## src/uart_status_modem_regs_regs.vh

```
// register offsets, field positions and reset values of one serial channel
// assumes a word-addressed AHB-Lite register window, byte-wide registers
`ifndef UART_STATUS_MODEM_REGS_REGS_VH
`define UART_STATUS_MODEM_REGS_REGS_VH
// ========================================
// offsets
`define OFS_DATA       8'h00
`define OFS_IRQ_EN     8'h04
`define OFS_IRQ_SRC    8'h08
`define OFS_LINE_FMT   8'h0C
`define OFS_MODEM_CTL  8'h10
`define OFS_LINE_STAT  8'h14
`define OFS_MODEM_STAT 8'h18
`define OFS_SCRATCH    8'h1C
`define OFS_DIV_LOW    8'h20
`define OFS_DIV_HIGH   8'h24
// ========================================
// reset values
`define RST_ZERO       8'h00
`define RST_IRQ_SRC    8'h01
`define RST_LINE_STAT  8'h60
`define RST_SCRATCH    8'hFF
`define RST_DIV_LOW    8'h01
`define RST_DIV_HIGH   8'h00
// ========================================
// field positions
`define MC_DTR         0
`define MC_RTS         1
`define MC_AUX1        2
`define MC_IRQ_EN_OUT  3
`define MC_LOOP        4
`define IE_RX          0
`define IE_TX          1
`define IE_LINE        2
`define IE_MODEM       3
`define FS_ENABLE      0
`define FS_RX_CLR      1
`define FS_TX_CLR      2
// ========================================
// interrupt source codes and fifo sizing
`define SRC_LINE       8'h06
`define SRC_RX         8'h04
`define SRC_TX         8'h02
`define SRC_MODEM      8'h00
`define SRC_NONE       8'h01
`define FIFO_DEPTH     5'd16
`define HOLD_DEPTH     5'd1
`endif

```

## src/uart_status_modem_regs.v

```verilog
// status, modem and control registers of one channel of a serial controller
// assumes an external receiver, transmit shifter and baud generator on clk
//
// Overview of operation
// - 16-mode interrupt pin floats when select low and control bit 3 clear.
// - in loopback, aux output 2 is the inverse of control bit 3.
// - control bit 4 enables local loopback; cleared by reset.
// - overrun interrupts at once; error tags interrupt when at hold position.
// - status bit 0 shows at least one received character waiting.
// - character arriving into a full fifo sets overrun and is dropped.
// - parity and framing flags belong to the character at the hold position.
// - break stores one character; indication lasts until line returns high.
// - hold-empty flag is set exactly while transmit holding/fifo is empty.
// - idle flag set only when holding/fifo and shifter are both empty.
// - status bit 7 set while any stored byte carries an error tag.
// - clear-to-send, set-ready, carrier deltas set on any input change.
// - ring delta sets only at the end of ringing.
// - any delta with modem interrupt enabled raises an interrupt.
// - clear-to-send inactive halts transmission after current character.
// - modem status high nibble shows inverted inputs or loopback bits.
// - scratch byte stores and returns host data, nothing else.
// - divisor is high byte over low byte, sixteen bits.
// - divisor loads 0x0001 only on power-up reset, not reset pin.
// - register reset values as listed, modem status deltas cleared.
// - pin reset levels: outputs high, transmit request low, interrupt idle.
// - control bits 0 and 1 drive terminal-ready and request-to-send low outside loopback; loopback holds both high.
// - in loopback, control bit 2 supplies the internal ring state.
`timescale 1ns/1ns
`include "uart_status_modem_regs_regs.vh"
module uart_status_modem_regs (
  input  wire        clk,
  input  wire        nrst,
  input  wire        npor,
  input  wire        hsel,
  input  wire [31:0] haddr,
  input  wire [1:0]  htrans,
  input  wire        hwrite,
  input  wire [2:0]  hsize,
  input  wire [31:0] hwdata,
  input  wire        hready,
  output reg         hreadyout,
  output reg         hresp,
  output reg  [31:0] hrdata,
  input  wire        rx_char_done,
  input  wire [7:0]  rx_char_data,
  input  wire        rx_par_err,
  input  wire        rx_frm_err,
  input  wire        rx_brk,
  input  wire        tx_shifter_busy,
  input  wire        tx_line_in,
  output reg         tx_load,
  output reg  [7:0]  tx_data,
  input  wire        serial_in,
  output reg         serial_out,
  output reg         rx_line,
  input  wire        cts_in_n,
  input  wire        dsr_in_n,
  input  wire        call_alert_in_n,
  input  wire        carrier_in_n,
  input  wire        irq_drive_select,
  output reg         dtr_out_n,
  output reg         rts_out_n,
  output reg         loop_aux_out2,
  output reg         irq_out,
  output reg         irq_out_oe,
  output reg         irq68_n,
  output reg         rx_dma_req_n,
  output reg         tx_dma_req_n,
  output reg  [15:0] baud_divisor
);

// ========================================
// pin synchronisers
reg [5:0] sync_a;
reg [5:0] sync_b;
always @(posedge clk) begin
  sync_a <= {irq_drive_select, serial_in, carrier_in_n, call_alert_in_n, dsr_in_n, cts_in_n};
  sync_b <= sync_a;
end

// ========================================
// registers
reg [7:0] irq_enable_reg;
reg [7:0] fifo_setup_reg;
reg [7:0] line_format_reg;
reg [7:0] modem_control_reg;
reg [7:0] scratch_byte_reg;
reg [7:0] divisor_low_reg;
reg [7:0] divisor_high_reg;
reg [3:0] msr_delta;
reg [3:0] msr_prev;
reg       overrun;
reg       brk_active;
reg [10:0] rx_mem [0:15];
reg [3:0] rx_wp;
reg [3:0] rx_rp;
reg [4:0] rx_cnt;
reg [4:0] rx_err_cnt;
reg [7:0] tx_mem [0:15];
reg [3:0] tx_wp;
reg [3:0] tx_rp;
reg [4:0] tx_cnt;
reg       wr_pend;
reg       rd_pend;
reg [7:0] bus_addr;

wire       loop_on   = modem_control_reg[`MC_LOOP];
wire       fifo_on   = fifo_setup_reg[`FS_ENABLE];
wire [4:0] limit     = fifo_on ? `FIFO_DEPTH : `HOLD_DEPTH;
wire       line_hi   = loop_on ? tx_line_in : sync_b[4];

// ========================================
// modem status nibble
// inverted inputs or loopback
wire [3:0] msr_now = loop_on ?
  {modem_control_reg[`MC_IRQ_EN_OUT], modem_control_reg[`MC_AUX1],
   modem_control_reg[`MC_DTR], modem_control_reg[`MC_RTS]} : ~sync_b[3:0];
wire [3:0] msr_chg;
assign msr_chg[0] = msr_now[0] ^ msr_prev[0];
assign msr_chg[1] = msr_now[1] ^ msr_prev[1];
assign msr_chg[3] = msr_now[3] ^ msr_prev[3];
assign msr_chg[2] = msr_prev[2] & ~msr_now[2];
wire [7:0] msr_val = {msr_now, msr_delta};

// ========================================
// receive side
wire [10:0] rx_head   = rx_mem[rx_rp];
wire        rx_ready  = rx_cnt != 5'd0;
wire        rd_access = rd_pend;
wire        rx_pop    = rd_access && bus_addr == `OFS_DATA && rx_ready;
wire        rx_skip   = rx_brk && brk_active;
wire        rx_full   = rx_cnt >= limit;
wire        rx_push   = rx_char_done && !rx_full && !rx_skip;
wire        rx_ovr    = rx_char_done && rx_full && !rx_skip;
wire        push_err  = rx_push && (rx_par_err || rx_frm_err || rx_brk);
wire        pop_err   = rx_pop && rx_head[10:8] != 3'b000;
wire        rx_clr    = wr_pend && bus_addr == `OFS_IRQ_SRC &&
                        hwdata[`FS_ENABLE] && hwdata[`FS_RX_CLR];
wire        tx_clr    = wr_pend && bus_addr == `OFS_IRQ_SRC &&
                        hwdata[`FS_ENABLE] && hwdata[`FS_TX_CLR];

// ========================================
// transmit side
wire tx_push  = wr_pend && bus_addr == `OFS_DATA && tx_cnt < limit;
wire tx_start = tx_cnt != 5'd0 && !tx_shifter_busy && !tx_load && msr_now[0];

// ========================================
// line status
// data ready
wire hold_empty = tx_cnt == 5'd0;
wire tx_idle    = hold_empty && !tx_shifter_busy && !tx_load;
wire [7:0] lsr_val = {rx_err_cnt != 5'd0, tx_idle, hold_empty,
                      (rx_ready && rx_head[10]) || brk_active,
                      rx_ready && rx_head[9], rx_ready && rx_head[8],
                      overrun, rx_ready};

// ========================================
// interrupt source
// line status interrupt
wire line_evt = overrun || (rx_ready && rx_head[10:8] != 3'b000);
reg  [7:0] src_val;
always @* begin
  if (irq_enable_reg[`IE_LINE] && line_evt) begin
    src_val = `SRC_LINE;
  end else if (irq_enable_reg[`IE_RX] && rx_ready) begin
    src_val = `SRC_RX;
  end else if (irq_enable_reg[`IE_TX] && hold_empty) begin
    src_val = `SRC_TX;
  end else if (irq_enable_reg[`IE_MODEM] && msr_delta != 4'h0) begin
    src_val = `SRC_MODEM;
  end else begin
    src_val = `SRC_NONE;
  end
end
wire [7:0] isr_val = {fifo_on, fifo_on, src_val[5:0]};

// ========================================
// read mux
reg [7:0] rd_val;
always @* begin
  case (bus_addr)
    `OFS_DATA:       rd_val = rx_head[7:0];
    `OFS_IRQ_EN:     rd_val = irq_enable_reg;
    `OFS_IRQ_SRC:    rd_val = isr_val;
    `OFS_LINE_FMT:   rd_val = line_format_reg;
    `OFS_MODEM_CTL:  rd_val = modem_control_reg;
    `OFS_LINE_STAT:  rd_val = lsr_val;
    `OFS_MODEM_STAT: rd_val = msr_val;
    `OFS_SCRATCH:    rd_val = scratch_byte_reg;
    `OFS_DIV_LOW:    rd_val = divisor_low_reg;
    `OFS_DIV_HIGH:   rd_val = divisor_high_reg;
    default:         rd_val = 8'h00;
  endcase
end

// ========================================
// bus slave, reads take one wait state
wire take = hsel && htrans[1] && hready;
always @(posedge clk) begin
  if (!nrst) begin
    wr_pend   <= 1'b0;
    rd_pend   <= 1'b0;
    bus_addr  <= 8'h00;
    hreadyout <= 1'b1;
    hresp     <= 1'b0;
    hrdata    <= 32'h00000000;
  end else begin
    wr_pend <= take && hwrite;
    rd_pend <= take && !hwrite;
    if (take) begin
      bus_addr <= haddr[7:0];
    end
    hreadyout <= !(take && !hwrite);
    hresp     <= 1'b0;
    if (rd_pend) begin
      hrdata <= {24'h000000, rd_val};
    end
  end
end

// ========================================
// host written registers
// register reset values
always @(posedge clk) begin
  if (!nrst) begin
    irq_enable_reg    <= `RST_ZERO;
    fifo_setup_reg    <= `RST_ZERO;
    line_format_reg   <= `RST_ZERO;
    modem_control_reg <= `RST_ZERO;
    scratch_byte_reg  <= `RST_SCRATCH;
  end else if (wr_pend) begin
    case (bus_addr)
      `OFS_IRQ_EN:    irq_enable_reg    <= hwdata[7:0];
      `OFS_IRQ_SRC:   fifo_setup_reg    <= {hwdata[7:3], 2'b00, hwdata[0]};
      `OFS_LINE_FMT:  line_format_reg   <= hwdata[7:0];
      `OFS_MODEM_CTL: modem_control_reg <= {3'b000, hwdata[4:0]};
      `OFS_SCRATCH:   scratch_byte_reg  <= hwdata[7:0];
      default:        scratch_byte_reg  <= scratch_byte_reg;
    endcase
  end
end

// ========================================
// divisor, power-up reset only
// divisor untouched by reset pin
always @(posedge clk) begin
  if (!npor) begin
    divisor_low_reg  <= `RST_DIV_LOW;
    divisor_high_reg <= `RST_DIV_HIGH;
  end else if (wr_pend && bus_addr == `OFS_DIV_LOW) begin
    divisor_low_reg  <= hwdata[7:0];
  end else if (wr_pend && bus_addr == `OFS_DIV_HIGH) begin
    divisor_high_reg <= hwdata[7:0];
  end
end

// ========================================
// modem deltas and overrun
// clear on read, set wins
always @(posedge clk) begin
  if (!nrst) begin
    msr_delta <= 4'h0;
    msr_prev  <= msr_now;
    overrun   <= 1'b0;
  end else begin
    msr_prev <= msr_now;
    if (rd_access && bus_addr == `OFS_MODEM_STAT) begin
      msr_delta <= msr_chg;
    end else begin
      msr_delta <= msr_delta | msr_chg;
    end
    if (rx_ovr) begin
      overrun <= 1'b1;
    end else if (rd_access && bus_addr == `OFS_LINE_STAT) begin
      overrun <= 1'b0;
    end
  end
end

// ========================================
// receive fifo with error tags
always @(posedge clk) begin
  if (rx_push) begin
    rx_mem[rx_wp] <= {rx_brk, rx_frm_err, rx_par_err, rx_char_data};
  end
end
always @(posedge clk) begin
  if (!nrst || rx_clr) begin
    rx_wp      <= 4'h0;
    rx_rp      <= 4'h0;
    rx_cnt     <= 5'd0;
    rx_err_cnt <= 5'd0;
  end else begin
    if (rx_push) begin
      rx_wp <= rx_wp + 4'h1;
    end
    if (rx_pop) begin
      rx_rp <= rx_rp + 4'h1;
    end
    rx_cnt     <= rx_cnt + {4'h0, rx_push} - {4'h0, rx_pop};
    rx_err_cnt <= rx_err_cnt + {4'h0, push_err} - {4'h0, pop_err};
  end
end
always @(posedge clk) begin
  if (!nrst) begin
    brk_active <= 1'b0;
  end else if (rx_char_done && rx_brk) begin
    brk_active <= 1'b1;
  end else if (line_hi) begin
    brk_active <= 1'b0;
  end
end

// ========================================
// transmit fifo
always @(posedge clk) begin
  if (tx_push) begin
    tx_mem[tx_wp] <= hwdata[7:0];
  end
end
always @(posedge clk) begin
  if (!nrst || tx_clr) begin
    tx_wp   <= 4'h0;
    tx_rp   <= 4'h0;
    tx_cnt  <= 5'd0;
    tx_load <= 1'b0;
    tx_data <= 8'h00;
  end else begin
    tx_load <= tx_start;
    if (tx_start) begin
      tx_data <= tx_mem[tx_rp];
      tx_rp   <= tx_rp + 4'h1;
    end
    if (tx_push) begin
      tx_wp <= tx_wp + 4'h1;
    end
    tx_cnt <= tx_cnt + {4'h0, tx_push} - {4'h0, tx_start};
  end
end

// ========================================
// pins
// pin reset levels
always @(posedge clk) begin
  if (!nrst) begin
    serial_out    <= 1'b1;
    rx_line       <= 1'b1;
    dtr_out_n     <= 1'b1;
    rts_out_n     <= 1'b1;
    loop_aux_out2 <= 1'b1;
    irq_out       <= 1'b0;
    irq_out_oe    <= 1'b0;
    irq68_n       <= 1'b1;
    rx_dma_req_n  <= 1'b1;
    tx_dma_req_n  <= 1'b0;
    baud_divisor  <= {divisor_high_reg, divisor_low_reg};
  end else begin
    serial_out    <= loop_on | (tx_line_in & ~line_format_reg[6]);
    rx_line       <= line_hi;
    dtr_out_n     <= loop_on | ~modem_control_reg[`MC_DTR];
    rts_out_n     <= loop_on | ~modem_control_reg[`MC_RTS];
    loop_aux_out2 <= ~(loop_on & modem_control_reg[`MC_IRQ_EN_OUT]);
    irq_out       <= src_val != `SRC_NONE;
    irq_out_oe    <= sync_b[5] | modem_control_reg[`MC_IRQ_EN_OUT];
    irq68_n       <= src_val == `SRC_NONE;
    rx_dma_req_n  <= ~rx_ready;
    tx_dma_req_n  <= ~hold_empty;
    baud_divisor  <= {divisor_high_reg, divisor_low_reg};
  end
end

endmodule

```

## config.mk

```make
export PLATFORM = sky130hd
export DESIGN_NAME = uart_status_modem_regs
export DESIGN_NICKNAME = d
export VERILOG_FILES = /design/src/uart_status_modem_regs.v
export VERILOG_INCLUDE_DIRS = /design/src /design/src/src
export SDC_FILE = /design/constraint.sdc
export NUM_CORES = 1
export LEC_CHECK = 0
export BUFFER_PORTS_ARGS = -buffer_cell sky130_fd_sc_hd__buf_2
export CELL_PAD_IN_SITES_DETAIL_PLACEMENT = 0
export CELL_PAD_IN_SITES_GLOBAL_PLACEMENT = 2
export CORE_UTILIZATION = 48
export CTS_BUF_LIST = sky130_fd_sc_hd__clkbuf_8
export CTS_CLUSTER_DIAMETER = 30
export DETAILED_ROUTE_END_ITERATION = 8
export PLACE_DENSITY = 0.95
export SYNTH_ARGS = -nofsm -noshare
export SYNTH_HDL_FRONTEND = slang
export SYNTH_SLANG_ARGS = --single-unit
```

## constraint.sdc

```tcl
create_clock -name clk -period 8.3 [get_ports clk]
set_input_delay 1.66 -clock clk [delete_from_list [all_inputs] [get_ports clk]]
set_output_delay 1.66 -clock clk [all_outputs]
set_load 0.01 [all_outputs]
```

== After elaboration in Yosys (flattened, before gate mapping) ==
Memories as Yosys holds them, arrays and structs flattened. A register that Yosys moved wholly into a read port is not among the register bits.
Cells that the tools add are included.

* Register bits: 145
* Output and inout bits: 69
* Memories kept: 2
* Logic and storage cells: 166
* Memory bits (writable): 304

{| class="wikitable"
|+ Memory list
! memory !! words !! width !! read ports !! clocked after Yosys merged registers in !! wr ports !! RTL line !! source
|-
| rx_mem || 16 || 11 || 1 || 1 || 1 || uart_status_modem_regs.v:94 || <nowiki>reg [10:0] rx_mem [0:15];</nowiki>
|-
| tx_mem || 16 || 8 || 1 || 1 || 1 || uart_status_modem_regs.v:99 || <nowiki>reg [7:0] tx_mem [0:15];</nowiki>
|}

* Eq/ne operators: 11
* Multiplexer cells: 19
* Add/sub/neg operators: 10
* Bitwise operators: 20
* Reductions and logical operators: 65
* Magnitude comparators: 2

{| class="wikitable"
|+ Operators with widths
! cell !! number
|-
| $pmux W8 S10 || 1
|-
| $logic_and A1 B1 Y1 || 37
|-
| $eq A8 B5 Y1 const B || 4
|-
| $add A4 B1 Y4 const B || 4
|-
| $eq A8 B4 Y1 const B || 2
|-
| $eq A8 B6 Y1 const B || 2
|-
| $mux W4 || 4
|-
| $add A5 B1 Y5 || 3
|-
| $reduce_bool A5 Y1 || 3
|-
| $sub A5 B1 Y5 || 3
|-
| $reduce_and A2 Y1 || 6
|-
| $mux W1 || 10
|-
| $eq A8 B1 Y1 const B || 1
|-
| $eq A8 B3 Y1 const B || 1
|-
| $logic_not A8 Y1 || 1
|-
| $ne A8 B1 Y1 const B || 1
|-
| $not A1 Y1 || 8
|-
| $logic_not A1 Y1 || 7
|-
| $logic_or A1 B1 Y1 || 6
|-
| $mux W3 || 2
|-
| $ge A5 B5 Y1 || 1
|-
| $logic_not A5 Y1 || 1
|-
| $lt A5 B5 Y1 || 1
|-
| $mux W5 || 1
|-
| 9 further kinds || 17
|}

== Longest topological paths before layout ==
Gate-level depths: netlist of run 1.

* Word-level depth: 8
* Gate-level depth with buffers: 17
* Gate-level depth less buffers: 16

== Worst setup path after synthesis of run 1 ==
Ideal clock, no wire load.

* Path kind: input port to flip-flop
* Start: in tx_shifter_busy
* End: reg tx_cnt[4]
* Setup slack: 4.369 ns
* Arrival: 3.858 ns
* Setup time: 0.073 ns
* Stages on the path: 10
* Cells stage by stage: nor4b_2 > buf_2 > ha_1 > inv_1 > ha_1 > fa_1 > a21oi_1 > nor2_1 > or3_1 > a21oi_1

* Cells in the longest elaborated chain, start to end: 5

{| class="wikitable"
|+ Ends and longest elaborated chain
! item !! RTL line !! source
|-
| from (decl) || uart_status_modem_regs.v:49 || <nowiki>input wire tx_shifter_busy,</nowiki>
|-
| $logic_not A1 Y1 || uart_status_modem_regs.v:145 || <nowiki>wire tx_start = tx_cnt != 5'd0 && !tx_shifter_busy && !tx_load && msr_now[0];</nowiki>
|-
| $logic_and A1 B1 Y1 (3 in series) || uart_status_modem_regs.v:145 ||
|-
| net tx_start || uart_status_modem_regs.v:145 ||
|-
| $sub A5 B1 Y5 || uart_status_modem_regs.v:337 || <nowiki>tx_cnt <= tx_cnt + {4'h0, tx_push} - {4'h0, tx_start};</nowiki>
|-
| to (signal assigned) || uart_status_modem_regs.v:337 ||
|-
| to (decl) || uart_status_modem_regs.v:102 || <nowiki>reg [4:0] tx_cnt;</nowiki>
|}

The timed path passes the listed nets, and every way through them passes these cells.
A chain may end at the register's enable or synchronous reset.

== Worst setup path in the final report of run 1 ==
* Start: reg bus_addr[5]
* End: reg tx_cnt[4]

* Cells in the longest elaborated chain, start to end: 5
* Elaborated cells on any way between the ends: 10

{| class="wikitable"
|+ Ends and longest elaborated chain
! item !! RTL line !! source
|-
| from (decl) || uart_status_modem_regs.v:105 || <nowiki>reg [7:0] bus_addr;</nowiki>
|-
| from (signal assigned) || uart_status_modem_regs.v:211 || <nowiki>bus_addr <= haddr[7:0];</nowiki>
|-
| $logic_not A8 Y1 / $eq A8 B4 Y1 (equally long branches) || - ||
|-
| $logic_and A1 B1 Y1 (no source line) || - ||
|-
| $logic_and A1 B1 Y1, on equally long branches || uart_status_modem_regs.v:144, uart_status_modem_regs.v:139 ||
|-
| $add A5 B1 Y5 / $logic_and A1 B1 Y1 (equally long branches) || uart_status_modem_regs.v:337, uart_status_modem_regs.v:139 ||
|-
| $sub A5 B1 Y5 / $logic_or A1 B1 Y1 (equally long branches) || uart_status_modem_regs.v:337, uart_status_modem_regs.v:322 ||
|}

Parallel ways exist; a longest one is shown, timed or not.

==> results by group, run 1 <==
Outcome
  – Outcome: finished, final reports clean

Hold path
  – Hold path startpoint: sync_a[1]
  – Hold Crit Class: flop to flop

Placed design
  – Port Buffer Count: 86
  – Placed Area: 0.01958 mm²
  – Dpl ws: 3768 ps
  – Placed cell count: ~1800
  – Placed wire-length estimate: roughly 26000 µm
  – Routability cong.: 0.8515

Worst setup path
  – Worst R2R Path Depth: 12
  – R2R Path Start: bus_addr[5]
  – CP Data Arrival Time: 4640 ps
  – Worst R2R Setup Slack: 4200 ps
  – Worst setup path endpoint: tx_cnt[4]
  – WP data required: 8830 ps
  – Slowest cell on the critical path: nor4_4
  – Critical path startpoint: bus_addr[5]
  – CP Depth: 12
  – Buf/Inv on CP: 2
  – Crit path max-delay family: simple AND/OR/NAND/NOR gates
  – Worst r2r dst: tx_cnt[4]
  – CP Cell Sequence: nor4_4 > nand2_1 > a2111oi_4 > inv_1 > ha_1 > inv_1 > ha_1 > fa_1 > a21oi_1 > nor2_1 > or3_1 > a21oi_1
  – Critical path fanouts, max: 17
  – Slowest Stage Delay on Critical Path: roughly 700 ps
  – Critical path capture point type: flop
  – CP startpoint kind: flop
  – CP Class: flop to flop

Floorplanning
  – Core Region: 0.03784 mm²
  – Initial Utilization: 0.4910
  – DIE WIDTH: about 200 µm
  – Number of cell rows: 71
  – Die Area: about 0.04 mm²
  – Die extent in y: 198.7 µm
  – Number of I/O pins: 164

Power and ir drop
  – Pwr Density: 261.8 mW/mm²
  – Internal power: approximately 4.2 mW
  – Sw Ratio: 0.2463
  – Sw Pwr: 1.388 mW
  – Comb pwr share: 0.117
  – Peak supply drop: approximately 0.15 mV
  – Reg power frac: 0.458
  – Leakage power: 7.657 nW
  – Power, Total: 5.636 mW
  – Clock share of power: 0.426

Synthesis
  – Register area share after synthesis: 0.6605
  – Mapped Cells: approximately 1200
  – Synth cell types: between 60 and 70
  – Share of the synthesized area in the top cell type: 0.4913
  – Yosys reg bits: 461
  – Top cells by area, synth: edfxtp_1 49%, dfxtp_1 17%, mux4_2 9.1%
  – Synth async-reset ratio: 0
  – Cell with the most instances after synthesis: edfxtp_1
  – Synth area leader: edfxtp_1
  – Yosys warning count: 0
  – Post-synth EDFFs: about 300
  – Syn Area/Cell: about 15 µm²
  – Netlist Area Pre-Place: 0.01858 mm²
  – Most frequent cells after synthesis: 304 x edfxtp_1, 157 x dfxtp_1, 114 x nand2_1, 79 x nor2_1, 75 x mux4_2
  – Top FF cell, synth: edfxtp_1

Timing
  – Slew HR: 0.1816
  – Fmax: 0.2438 GHz
  – Clock Skews: 23.52 ps
  – Sum Neg Setup Slack: 0 ps
  – Max-slew violations: 0
  – Measured slew at the worst slew-check pin: 1218 ps
  – Crit share post-route: 0.4943
  – Setup Viol. Count Final: 0
  – RSZ-0062 raised after global routing: false
  – Final Hold Violating Endpoints: 0
  – Min cycle time layout: slightly above 4000 ps
  – Hold slack: ~330 ps
  – Fin worst setup slack: 4197 ps

Final layout
  – Fraction of layout cells with a size suffix above 1: 0.2395
  – Nets: about 1500
  – Largest reg by FF count: rx_mem
  – Regs by FF count: rx_mem (176), tx_mem (128), baud_divisor (16)
  – Max reg flops: 176
  – Antenna cell count: 0
  – Final core occ: 0.5689
  – Non-filler cells, final: between 1500 and 2000
  – Area growth, synth to finish: 15.87%
  – Post-route cell area: 0.02153 mm²

Detailed routing
  – Drt first pass iters: 5
  – Via density: around 5.5
  – Final ANT Viol Nets: 0
  – DR DRC count: 0
  – Initial DRC count: 784
  – Final wirelength: around 41000 µm
  – Average wire per standard cell: 20.91 µm
  – Vias post-DR: 10750

GRT
  – Vias in the first global route: around 11000
  – Overflow after GRT: 0
  – Largest net degree at the start of global routing: 67
  – GRT Overall Usage: 0.2150
  – Antenna violations before repair: 1
  – First-pass GRT wire length: 62460 µm

Clock network
  – Clock H-tree levels: 3
  – Clock Sinks: 461
  – TritonCTS clock tree: built
  – CTS hold repair buffers: 0
  – Max Root-Sink Buffers: 3
  – CTS buffer count: 87
  – Worst-Skew Late Latency: ~640 ps
  – Post-CTS Setup Inserts: 0
  – Clock Pin Slew Worst Setup and Hold Paths: ~60 ps
  – Post-cts gate resize count: 0
  – Clock root buffer master: clkbuf_8

Flow run
  – Max_cap viols: 0
[logic make-up (layout without fill, tap and decap cells)]
group           Yosys count  count (layout)  synth area share
fa+ha+maj                38              38           0.02680
mux                     139             139            0.1377
other cells               1              25         0.0002018
compound gates          116             116           0.04404
buf+inv                 117             315           0.03071
simple gates            339             339           0.08875
flops                   461             461            0.6605
xor+xnor                 24              24           0.01131
[metal layers]
| layer | wire length (µm) | track usage |
|---|---|---|
| met2 | 20030 | 0.3481 |
| met4 | 1120 | 0.08120 |
| met1 | 17460 | 0.2854 |
| met5 | 13 | 0 |
| met3 | 2523 | 0.04561 |
[cell type report]
class	count	area, µm²
fill	2994	16310
tap	511	639.4
clock inverter	63	578.1
clock buffer	100	1376
timing repair buffer	116	655.6
multi-input combinational	681	5869
inverter	36	135.1
sequential	461	12280
[power groups by stage]
stage / combinational [mW] / sequential [mW] / clock, mW
2_1_floorplan: 0.469 / 2.62 / 0
3_3_place_gp: 0.645 / 2.62 / 0
3_5_place_dp: 0.658 / 2.63 / 0
4_1_cts: 0.664 / 2.58 / 2.44
5_1_grt: 0.732 / 2.59 / 2.55
6_report: 0.658 / 2.58 / 2.40
[worst register-to-register path, cell delays in order, from the launching register on]
cell and delay [ps]:
dfxtp_1 570, nor4_4 690, nand2_1 290, a2111oi_4 680, inv_1 100, ha_1 300, inv_1 40, ha_1 210
fa_1 430, a21oi_1 150, nor2_1 70, or3_1 350, a21oi_1 140
[worst min path at each step]
| stage | endpoint | cells past startpoint |
|---|---|---|
| 2_1_floorplan | sync_b[0] | 0 |
| 3_3_place_gp | sync_b[3] | 0 |
| 3_5_place_dp | sync_b[2] | 0 |
| 4_1_cts | sync_b[1] | 0 |
| 5_1_grt | sync_b[3] | 0 |
| 6_report | sync_b[1] | 0 |
[layout by cell type (no fill, tap or decap), types with 18 or more instances in the layout]
| master | n |
|---|---|
| buf_4 | 30 |
| mux4_2 | 75 |
| nor2b_1 | 38 |
| conb_1 | 25 |
| edfxtp_1 | 304 |
| o21ai_0 | 18 |
| nand3_1 | 41 |
| inv_1 | 55 |
| ha_1 | 35 |
| mux2i_1 | 49 |
| a21oi_1 | 20 |
| clkbuf_8 | 100 |
| nand2_1 | 114 |
| dfxtp_1 | 154 |
| nor2_1 | 79 |
| a21boi_0 | 25 |
| buf_2 | 86 |
No activity file was read; power rests on OpenSTA's default activity.
==> inputs of run 2 (changes only) <==
ABC_AREA = 1   (was default)
CORE_UTILIZATION = 41   (was 48)
PLACE_DENSITY = 0.9   (was 0.95)
clock period = 3.87 ns   (was 8.3 ns; I/O delays follow)
==> run 2 against run 1 <==
- critical path type unchanged
- first-iteration DRC count grew 12%
- flip-flop and latch count unchanged
- area after synthesis is 0.58% higher
- sequential power increased by 120%
- wire length is 8.8% higher
- clock skew rose by 10 ps
- non-clock buffer count is 9 higher
- global-route usage fell by 2.1 points
- critical path depth increased by 8
==> results by group, run 2 <==
Outcome
  – Outcome: finished, final reports clean

GRT
  – Antenna violations before repair: 1 (unchanged)
  – Overflow after GRT: 0 (unchanged)
  – GRT Overall Usage: 0.1945 (-0.02051)
  – First-pass GRT wire length: 69670 µm (+12%)
  – Largest net degree at the start of global routing: 68 (+1.5%)
  – Vias in the first global route: 12490 (+16%)

Floorplanning
  – Die extent in y: 215.5 µm (+8.4%)
  – Die Area: 0.04644 mm² (+18%)
  – Core Region: 0.04461 mm² (+18%)
  – Number of I/O pins: 164 (unchanged)
  – DIE WIDTH: 215.5 µm (+8.4%)
  – Initial Utilization: 0.4190 (-0.07202)
  – Number of cell rows: 77 (+8.5%)

Clock network
  – CTS hold repair buffers: 0 (unchanged)
  – Clock Sinks: 461 (unchanged)
  – Clock H-tree levels: 3 (unchanged)
  – Post-CTS Setup Inserts: 0 (unchanged)
  – CTS buffer count: 98 (+13%)
  – Post-cts gate resize count: 0 (unchanged)
  – Clock Pin Slew Worst Setup and Hold Paths: 60 ps (about the same)
  – Worst-Skew Late Latency: 680 ps (+40 ps)
  – TritonCTS clock tree: built
  – Max Root-Sink Buffers: 3 (unchanged)
  – Clock root buffer master: clkbuf_8

Timing
  – Clock Skews: 33.97 ps (+10.46 ps)
  – RSZ-0062 raised after global routing: false
  – Max-slew violations: 0 (unchanged)
  – Hold slack: 211.1 ps (-115.9 ps)
  – Crit share post-route: 0.8508 (+0.3565)
  – Measured slew at the worst slew-check pin: 941.1 ps (-277.1 ps)
  – Sum Neg Setup Slack: 0 ps (unchanged)
  – Final Hold Violating Endpoints: 0 (unchanged)
  – Setup Viol. Count Final: 0 (unchanged)
  – Min cycle time layout: 3292 ps (-810.1 ps)
  – Fin worst setup slack: 577.5 ps (-3620 ps)
  – Slew HR: 0.3703 (+0.1887)
  – Fmax: 0.3037 GHz (+25%)

Worst setup path
  – Worst R2R Setup Slack: 580 ps (-3620 ps)
  – Worst R2R Path Depth: 20 (+8)
  – Worst setup path endpoint: rx_err_cnt[4]
  – Critical path fanouts, max: 7 (-10)
  – CP startpoint kind: flop
  – CP Class: flop to flop
  – WP data required: 4420 ps (-4410 ps)
  – Critical path startpoint: fifo_setup_reg[0]
  – Worst path most repeated cell: inv_1
  – Slowest cell on the critical path: fa_1
  – Slowest Stage Delay on Critical Path: 400 ps (-290 ps)
  – CP Data Arrival Time: 3840 ps (-800 ps)
  – Critical path capture point type: flop
  – R2R Path Start: fifo_setup_reg[0]
  – CP Cell Sequence: inv_1 > ha_1 > nand2_1 > nor2_1 > o21ai_0 > nand2_1 > nor3_4 > o31ai_1 > ha_1 > inv_1 > ha_1 > inv_1 > fa_1 > inv_1 > a21oi_1 > nor2_1 > nor2_1 > xor2_1 > inv_1 > nor2_1
  – Worst r2r dst: rx_err_cnt[4]

Final layout
  – Area of the multi-input gates: 0.005356 mm² (-8.7%)
  – Regs by FF count: rx_mem (176), tx_mem (128), baud_divisor (16)
  – Area growth, synth to finish: 17.80%
  – Largest reg by FF count: rx_mem
  – Commonest cells after routing, fill and taps aside: 304 x edfxtp_1, 235 x nor2_1, 191 x nand2_1
  – Max reg flops: 176 (unchanged)
  – Nets: 1967 (+30%)
  – Fraction of layout cells with a size suffix above 1: 0.1635 (-0.07599)
  – Seq. cell area: 0.01228 mm² (unchanged)
  – # fillers: 3983 (+33%)
  – Commonest non-fill, non-tap cell in the layout: edfxtp_1

Synthesis
  – Synth cell types: 51 (-18%)
  – Most frequent cells after synthesis: 304 x edfxtp_1, 235 x nor2_1, 191 x nand2_1, 163 x o21ai_0, 157 x dfxtp_1
  – Share of the synthesized area in the top cell type: 0.4885 (-0.002829)
  – Synth Area in Adders: 0.02665 (-0.0001543)
  – Largest family of logic cells by synthesized area: simple AND/OR/NAND/NOR gates
  – Mux share of post-synthesis cell area: 0.01285 (-0.1249)
  – Yosys warning count: 0 (unchanged)
  – Top FF cell, synth: edfxtp_1
  – Post-synth EDFFs: 304 (unchanged)
  – Post-synthesis compound-gate area fraction: 0.1182 (+0.07413)
  – Netlist Area Pre-Place: 0.01869 mm² (+0.58%)
  – Syn Area/Cell: 11.10 µm² (-26%)
  – Cell with the most instances after synthesis: edfxtp_1
  – Top cells by area, synth: edfxtp_1 49%, dfxtp_1 17%, nor2_1 4.7%
  – Synth async-reset ratio: 0 (unchanged)
  – Synth area leader: edfxtp_1
  – Register area share after synthesis: 0.6567 (-0.003803)
  – Post-synthesis xor/xnor area fraction: 0.004687 (-0.006626)
  – Post-Synth Simple-Gate Area: 0.1192 (+0.03049)
  – Mapped Cells: 1683 (+36%)
  – Yosys reg bits: 461 (unchanged)

Detailed routing
  – Final ANT Viol Nets: 0 (unchanged)
  – Initial DRC count: 881 (+12%)
  – Final wirelength: 44760 µm (+8.8%)
  – Vias post-DR: 12710 (+18%)
  – DR DRC count: 0 (unchanged)
  – Average wire per standard cell: 17.81 µm (-15%)
  – Via density: 5.056 (-7.5%)
  – Drt first pass iters: 5 (unchanged)

Hold path
  – Hold Crit Class: primary input to flop
  – Hold path depth: 1 (+1)

Power and ir drop
  – Leakage power: 8.266 nW (+8.0%)
  – Peak supply drop: 0.3293 mV (+120%)
  – Pwr Density: 592.0 mW/mm² (+130%)

Placed design
  – Placed wire-length estimate: 28750 µm (+11%)
  – Routability cong.: 0.7909 (-7.1%)
  – Dpl ws: 517.6 ps (-3251 ps)
  – Port Buffer Count: 86 (unchanged)

Flow run
  – Max_cap viols: 0 (unchanged)
## run 2: cell types whose count changed after synthesis, moves of 20 or more
cell      change
a21boi_0     -25
mux4_2       -75
o211ai_1     +20
nand2_1      +77
nor2b_1      -38
o21ai_0     +145
inv_1       +110
o221ai_1     +46
nor2_1      +156
a21oi_1      +65
mux2i_1      -25
nand3_1      +29
## run 2: how the worst min path moves through the flow
stage / start / end / slack, ps
after global placement: sync_a[4] / sync_b[4] / 310
after floorplan: sync_a[0] / sync_b[0] / 310
after global routing: carrier_in_n / sync_a[3] / 160
after detailed placement: sync_a[0] / sync_b[0] / 310
after CTS: irq_drive_select / sync_a[5] / 150
final: irq_drive_select / sync_a[5] / 210
## run 2: logic make-up (layout without fill, tap and decap cells)
kind of cell / after synthesis / count (layout)
other: 1 / 26
buffers and inverters: 250 / 463
xor gates and xnor gates: 10 / 10
muxes: 24 / 24
adders and majority gates: 38 / 38
DFF: 461 / 461
AOI/OAI and AO/OA: 368 / 368
and+or+nand+nor: 531 / 531
## run 2: power by group
group / total [mW] / internal [mW] / switching, mW / leakage, nW
sequential: 5.57 / 5.46 / 0.108 / 4.02
combinational: 1.44 / 0.515 / 0.925 / 3.04
clock: 6.03 / 3.73 / 2.29 / 1.21
total: 13.0 / 9.70 / 3.33 / 8.27
## run 2: per-stage QoR
stage               area [µm²]  instances  total power, mW    util
floorplan                18780       1707            6.653       -
global placement         19670       2326            7.083  0.4409
detailed placement       19670       2326            7.113  0.4409
CTS                      22010       2512            13.17  0.4935
global route             22010       2512            13.61  0.4935
finish                   22010       2513            13.03  0.4935
## run 2: area by class of cell
cell class	count	share of cell area
well taps	592	0.03365
repair buffers	125	0.03285
multi-input cells	996	0.2433
flip-flops and latches	461	0.5576
inverters	152	0.02603
clock buffers	106	0.06627
clock inverters	80	0.04013
diodes	1	0.0001137
## run 2: worst max-delay path: cells and delay by family (launching register included)
kind	cells	cell delay, ps
flops	1	370
xor+xnor	1	130
buf+inv	5	400
compound gates	3	430
fa+ha+maj	4	1180
simple gates	7	650
## run 2: metal layers
| metal | part of all wire | global-route usage | routed length (µm) |
|---|---|---|---|
| met1 | 0.45 | 0.2511 | 19980 |
| met2 | 0.47 | 0.3123 | 20980 |
| met3 | 0.051 | 0.04496 | 2288 |
| met4 | 0.034 | 0.08605 | 1512 |
| met5 | 0 | 0 | 0 |
==> inputs of run 3 (changes only) <==
RECOVER_POWER = 25   (was default)
==> run 3 against run 2 <==
- count of clock-buffer cells in the layout did not move
- critical path depth did not move
- global-route usage did not move
- power barely moved
- utilization barely moved
- cell area barely moved
- hold slack got worse by 1.2 ps
- flip-flop and latch count did not move
- largest power group unchanged
==> results by group, run 3 (synthesized netlist as in run 2, its figures left out) <==
Outcome
  – Outcome: finished, final reports clean

Timing
  – Fmax: 0.3016 GHz (-0.71%)
  – Crit share post-route: 0.8569 (+0.006083)
  – Final Hold Violating Endpoints: 0 (unchanged)
  – Measured slew at the worst slew-check pin: 942.7 ps (+1.612 ps)
  – Clock Skews: 32.44 ps (-1.534 ps)
  – Slew HR: 0.3692 (-0.001079)
  – Min cycle time layout: 3316 ps (+23.54 ps)
  – Setup Viol. Count Final: 0 (unchanged)
  – Fin worst setup slack: 554.0 ps (-23.54 ps)
  – Max-slew violations: 0 (unchanged)
  – Sum Neg Setup Slack: 0 ps (unchanged)
  – RSZ-0062 raised after global routing: false
  – Hold slack: 210.0 ps (-1.150 ps)

Detailed routing
  – Average wire per standard cell: 17.79 µm (-0.15%)
  – Vias post-DR: 12700 (-0.0079%)
  – Via density: 5.055 (about the same)
  – Final wirelength: 44690 µm (-0.15%)
  – Final ANT Viol Nets: 0 (unchanged)
  – Drt first pass iters: 5 (unchanged)
  – DR DRC count: 0 (unchanged)
  – Initial DRC count: 925 (+5.0%)

Floorplanning
  – Die extent in y: 215.5 µm (unchanged)
  – Die Area: 0.04644 mm² (unchanged)
  – Number of I/O pins: 164 (unchanged)
  – DIE WIDTH: 215.5 µm (unchanged)
  – Number of cell rows: 77 (unchanged)
  – Initial Utilization: 0.4190 (unchanged)
  – Core Region: 0.04461 mm² (unchanged)

Clock network
  – Max Root-Sink Buffers: 3 (unchanged)
  – TritonCTS clock tree: built
  – Clock H-tree levels: 3 (unchanged)
  – CTS buffer count: 98 (unchanged)
  – Post-cts gate resize count: 0 (unchanged)
  – Clock Sinks: 461 (unchanged)
  – Clock Pin Slew Worst Setup and Hold Paths: 60 ps (about the same)
  – Post-CTS Setup Inserts: 0 (unchanged)
  – Worst-Skew Late Latency: 680 ps (about the same)
  – Clock root buffer master: clkbuf_8
  – CTS hold repair buffers: 0 (unchanged)

Power and ir drop
  – Leakage power: 8.236 nW (-0.37%)
  – Pwr Density: 592.3 mW/mm² (about the same)
  – Power, Total: 13.03 mW (about the same)
  – Peak supply drop: 0.3295 mV (about the same)

Final layout
  – Post-route cell area: 0.02200 mm² (about the same)
  – Commonest cells after routing, fill and taps aside: 304 x edfxtp_1, 235 x nor2_1, 191 x nand2_1
  – Final core occ: 0.4932 (about the same)
  – Non-filler cells, final: 2513 (unchanged)
  – Area of the multi-input gates: 0.005356 mm² (unchanged)
  – Largest reg by FF count: rx_mem
  – Regs by FF count: rx_mem (176), tx_mem (128), baud_divisor (16)
  – Area growth, synth to finish: 17.72% (about the same)
  – # fillers: 3983 (unchanged)
  – Seq. cell area: 0.01228 mm² (unchanged)
  – Commonest non-fill, non-tap cell in the layout: edfxtp_1
  – Fraction of layout cells with a size suffix above 1: 0.1578 (-0.005729)
  – Max reg flops: 176 (unchanged)
  – Nets: 1967 (unchanged)

GRT
  – Met3 GRT Util: 0.04496 (unchanged)
  – GR Util met2: 0.3123 (unchanged)
  – Overflow after GRT: 0 (unchanged)
  – Met1 Usage GRT: 0.2511 (unchanged)
  – Antenna violations before repair: 1 (unchanged)
  – GRT Overall Usage: 0.1945 (unchanged)
  – First-pass GRT wire length: 69670 µm (unchanged)
  – Vias in the first global route: 12490 (unchanged)
  – Most Crowded Layer GR: met2
  – Largest net degree at the start of global routing: 68 (unchanged)

Worst setup path
  – CP startpoint kind: flop
  – Worst path most repeated cell: inv_1
  – Crit path max-delay family: adder cells
  – CP Cell Sequence: inv_1 > ha_1 > nand2_1 > nor2_1 > o21ai_0 > nand2_1 > nor3_4 > o31ai_1 > ha_1 > inv_1 > ha_1 > inv_1 > fa_1 > inv_1 > a21oi_1 > nor2_1 > nor2_1 > xor2_1 > inv_1 > nor2_1
  – Critical path fanouts, max: 7 (unchanged)
  – Buf/Inv on CP: 5 (unchanged)
  – Slowest cell on the critical path: fa_1
  – CP Data Arrival Time: 3870 ps (+30 ps)
  – Slowest Stage Delay on Critical Path: 400 ps (about the same)
  – WP data required: 4420 ps (about the same)
  – CP Class: flop to flop
  – Critical path capture point type: flop

Placed design
  – Placed cell count: 2326 (unchanged)
  – Placed Area: 0.01967 mm² (unchanged)
  – Dpl ws: 517.6 ps (unchanged)
  – Placed wire-length estimate: 28750 µm (unchanged)
  – Routability cong.: 0.7909 (unchanged)
  – Port Buffer Count: 86 (unchanged)

Flow run
  – Max_cap viols: 0 (unchanged)

Hold path
  – Hold Crit Class: primary input to flop
run 3: cell types whose count changed in the layout (fill, tap and decap cells not counted):
cell / change
buf_2: -11
clkbuf_1: +11
run 3: path summary, 6_finish.rpt:
kind | startpoint | to | slack, ps | cells after the start
setup reg to reg | fifo_setup_reg[0] | rx_err_cnt[4] | 550 | 20
setup / recovery | fifo_setup_reg[0] | rx_err_cnt[4] | 550 | 20
hold / removal | irq_drive_select | sync_a[5] | 210 | 1
hold reg to reg | sync_a[0] | sync_b[0] | 330 | 0
run 3: routing by layer:
layer,up-vias,routed length (µm)
met5,-,0
li1,6195,-
met2,381,20870
met3,90,2600
met1,6038,19770
met4,0,1453
run 3: report_power, final:
part,internal (mW),switching (mW),leakage (nW)
sequential,5.46,0.109,4.02
clock,3.73,2.29,1.21
combinational,0.513,0.925,3.01
total,9.70,3.33,8.24
run 3: area by class of cell:
class / count / share of cell area
antenna: 1 / 0.0001137
clock buffer: 106 / 0.06631
clock inverter: 80 / 0.04015
inverter: 152 / 0.02605
multi-input combinational: 996 / 0.2435
sequential: 461 / 0.5580
tap: 592 / 0.03367
timing repair buffer: 125 / 0.03225
run 3: worst reg2reg max path, stage by stage (launching register included):
cell and delay, ps:
dfxtp_1 370, inv_1 160, ha_1 320, nand2_1 60
nor2_1 30, o21ai_0 180, nand2_1 120, nor3_4 270
o31ai_1 190, ha_1 340, inv_1 50, ha_1 150
inv_1 60, fa_1 400, inv_1 80, a21oi_1 60
nor2_1 80, nor2_1 60, xor2_1 130, inv_1 50
nor2_1 30
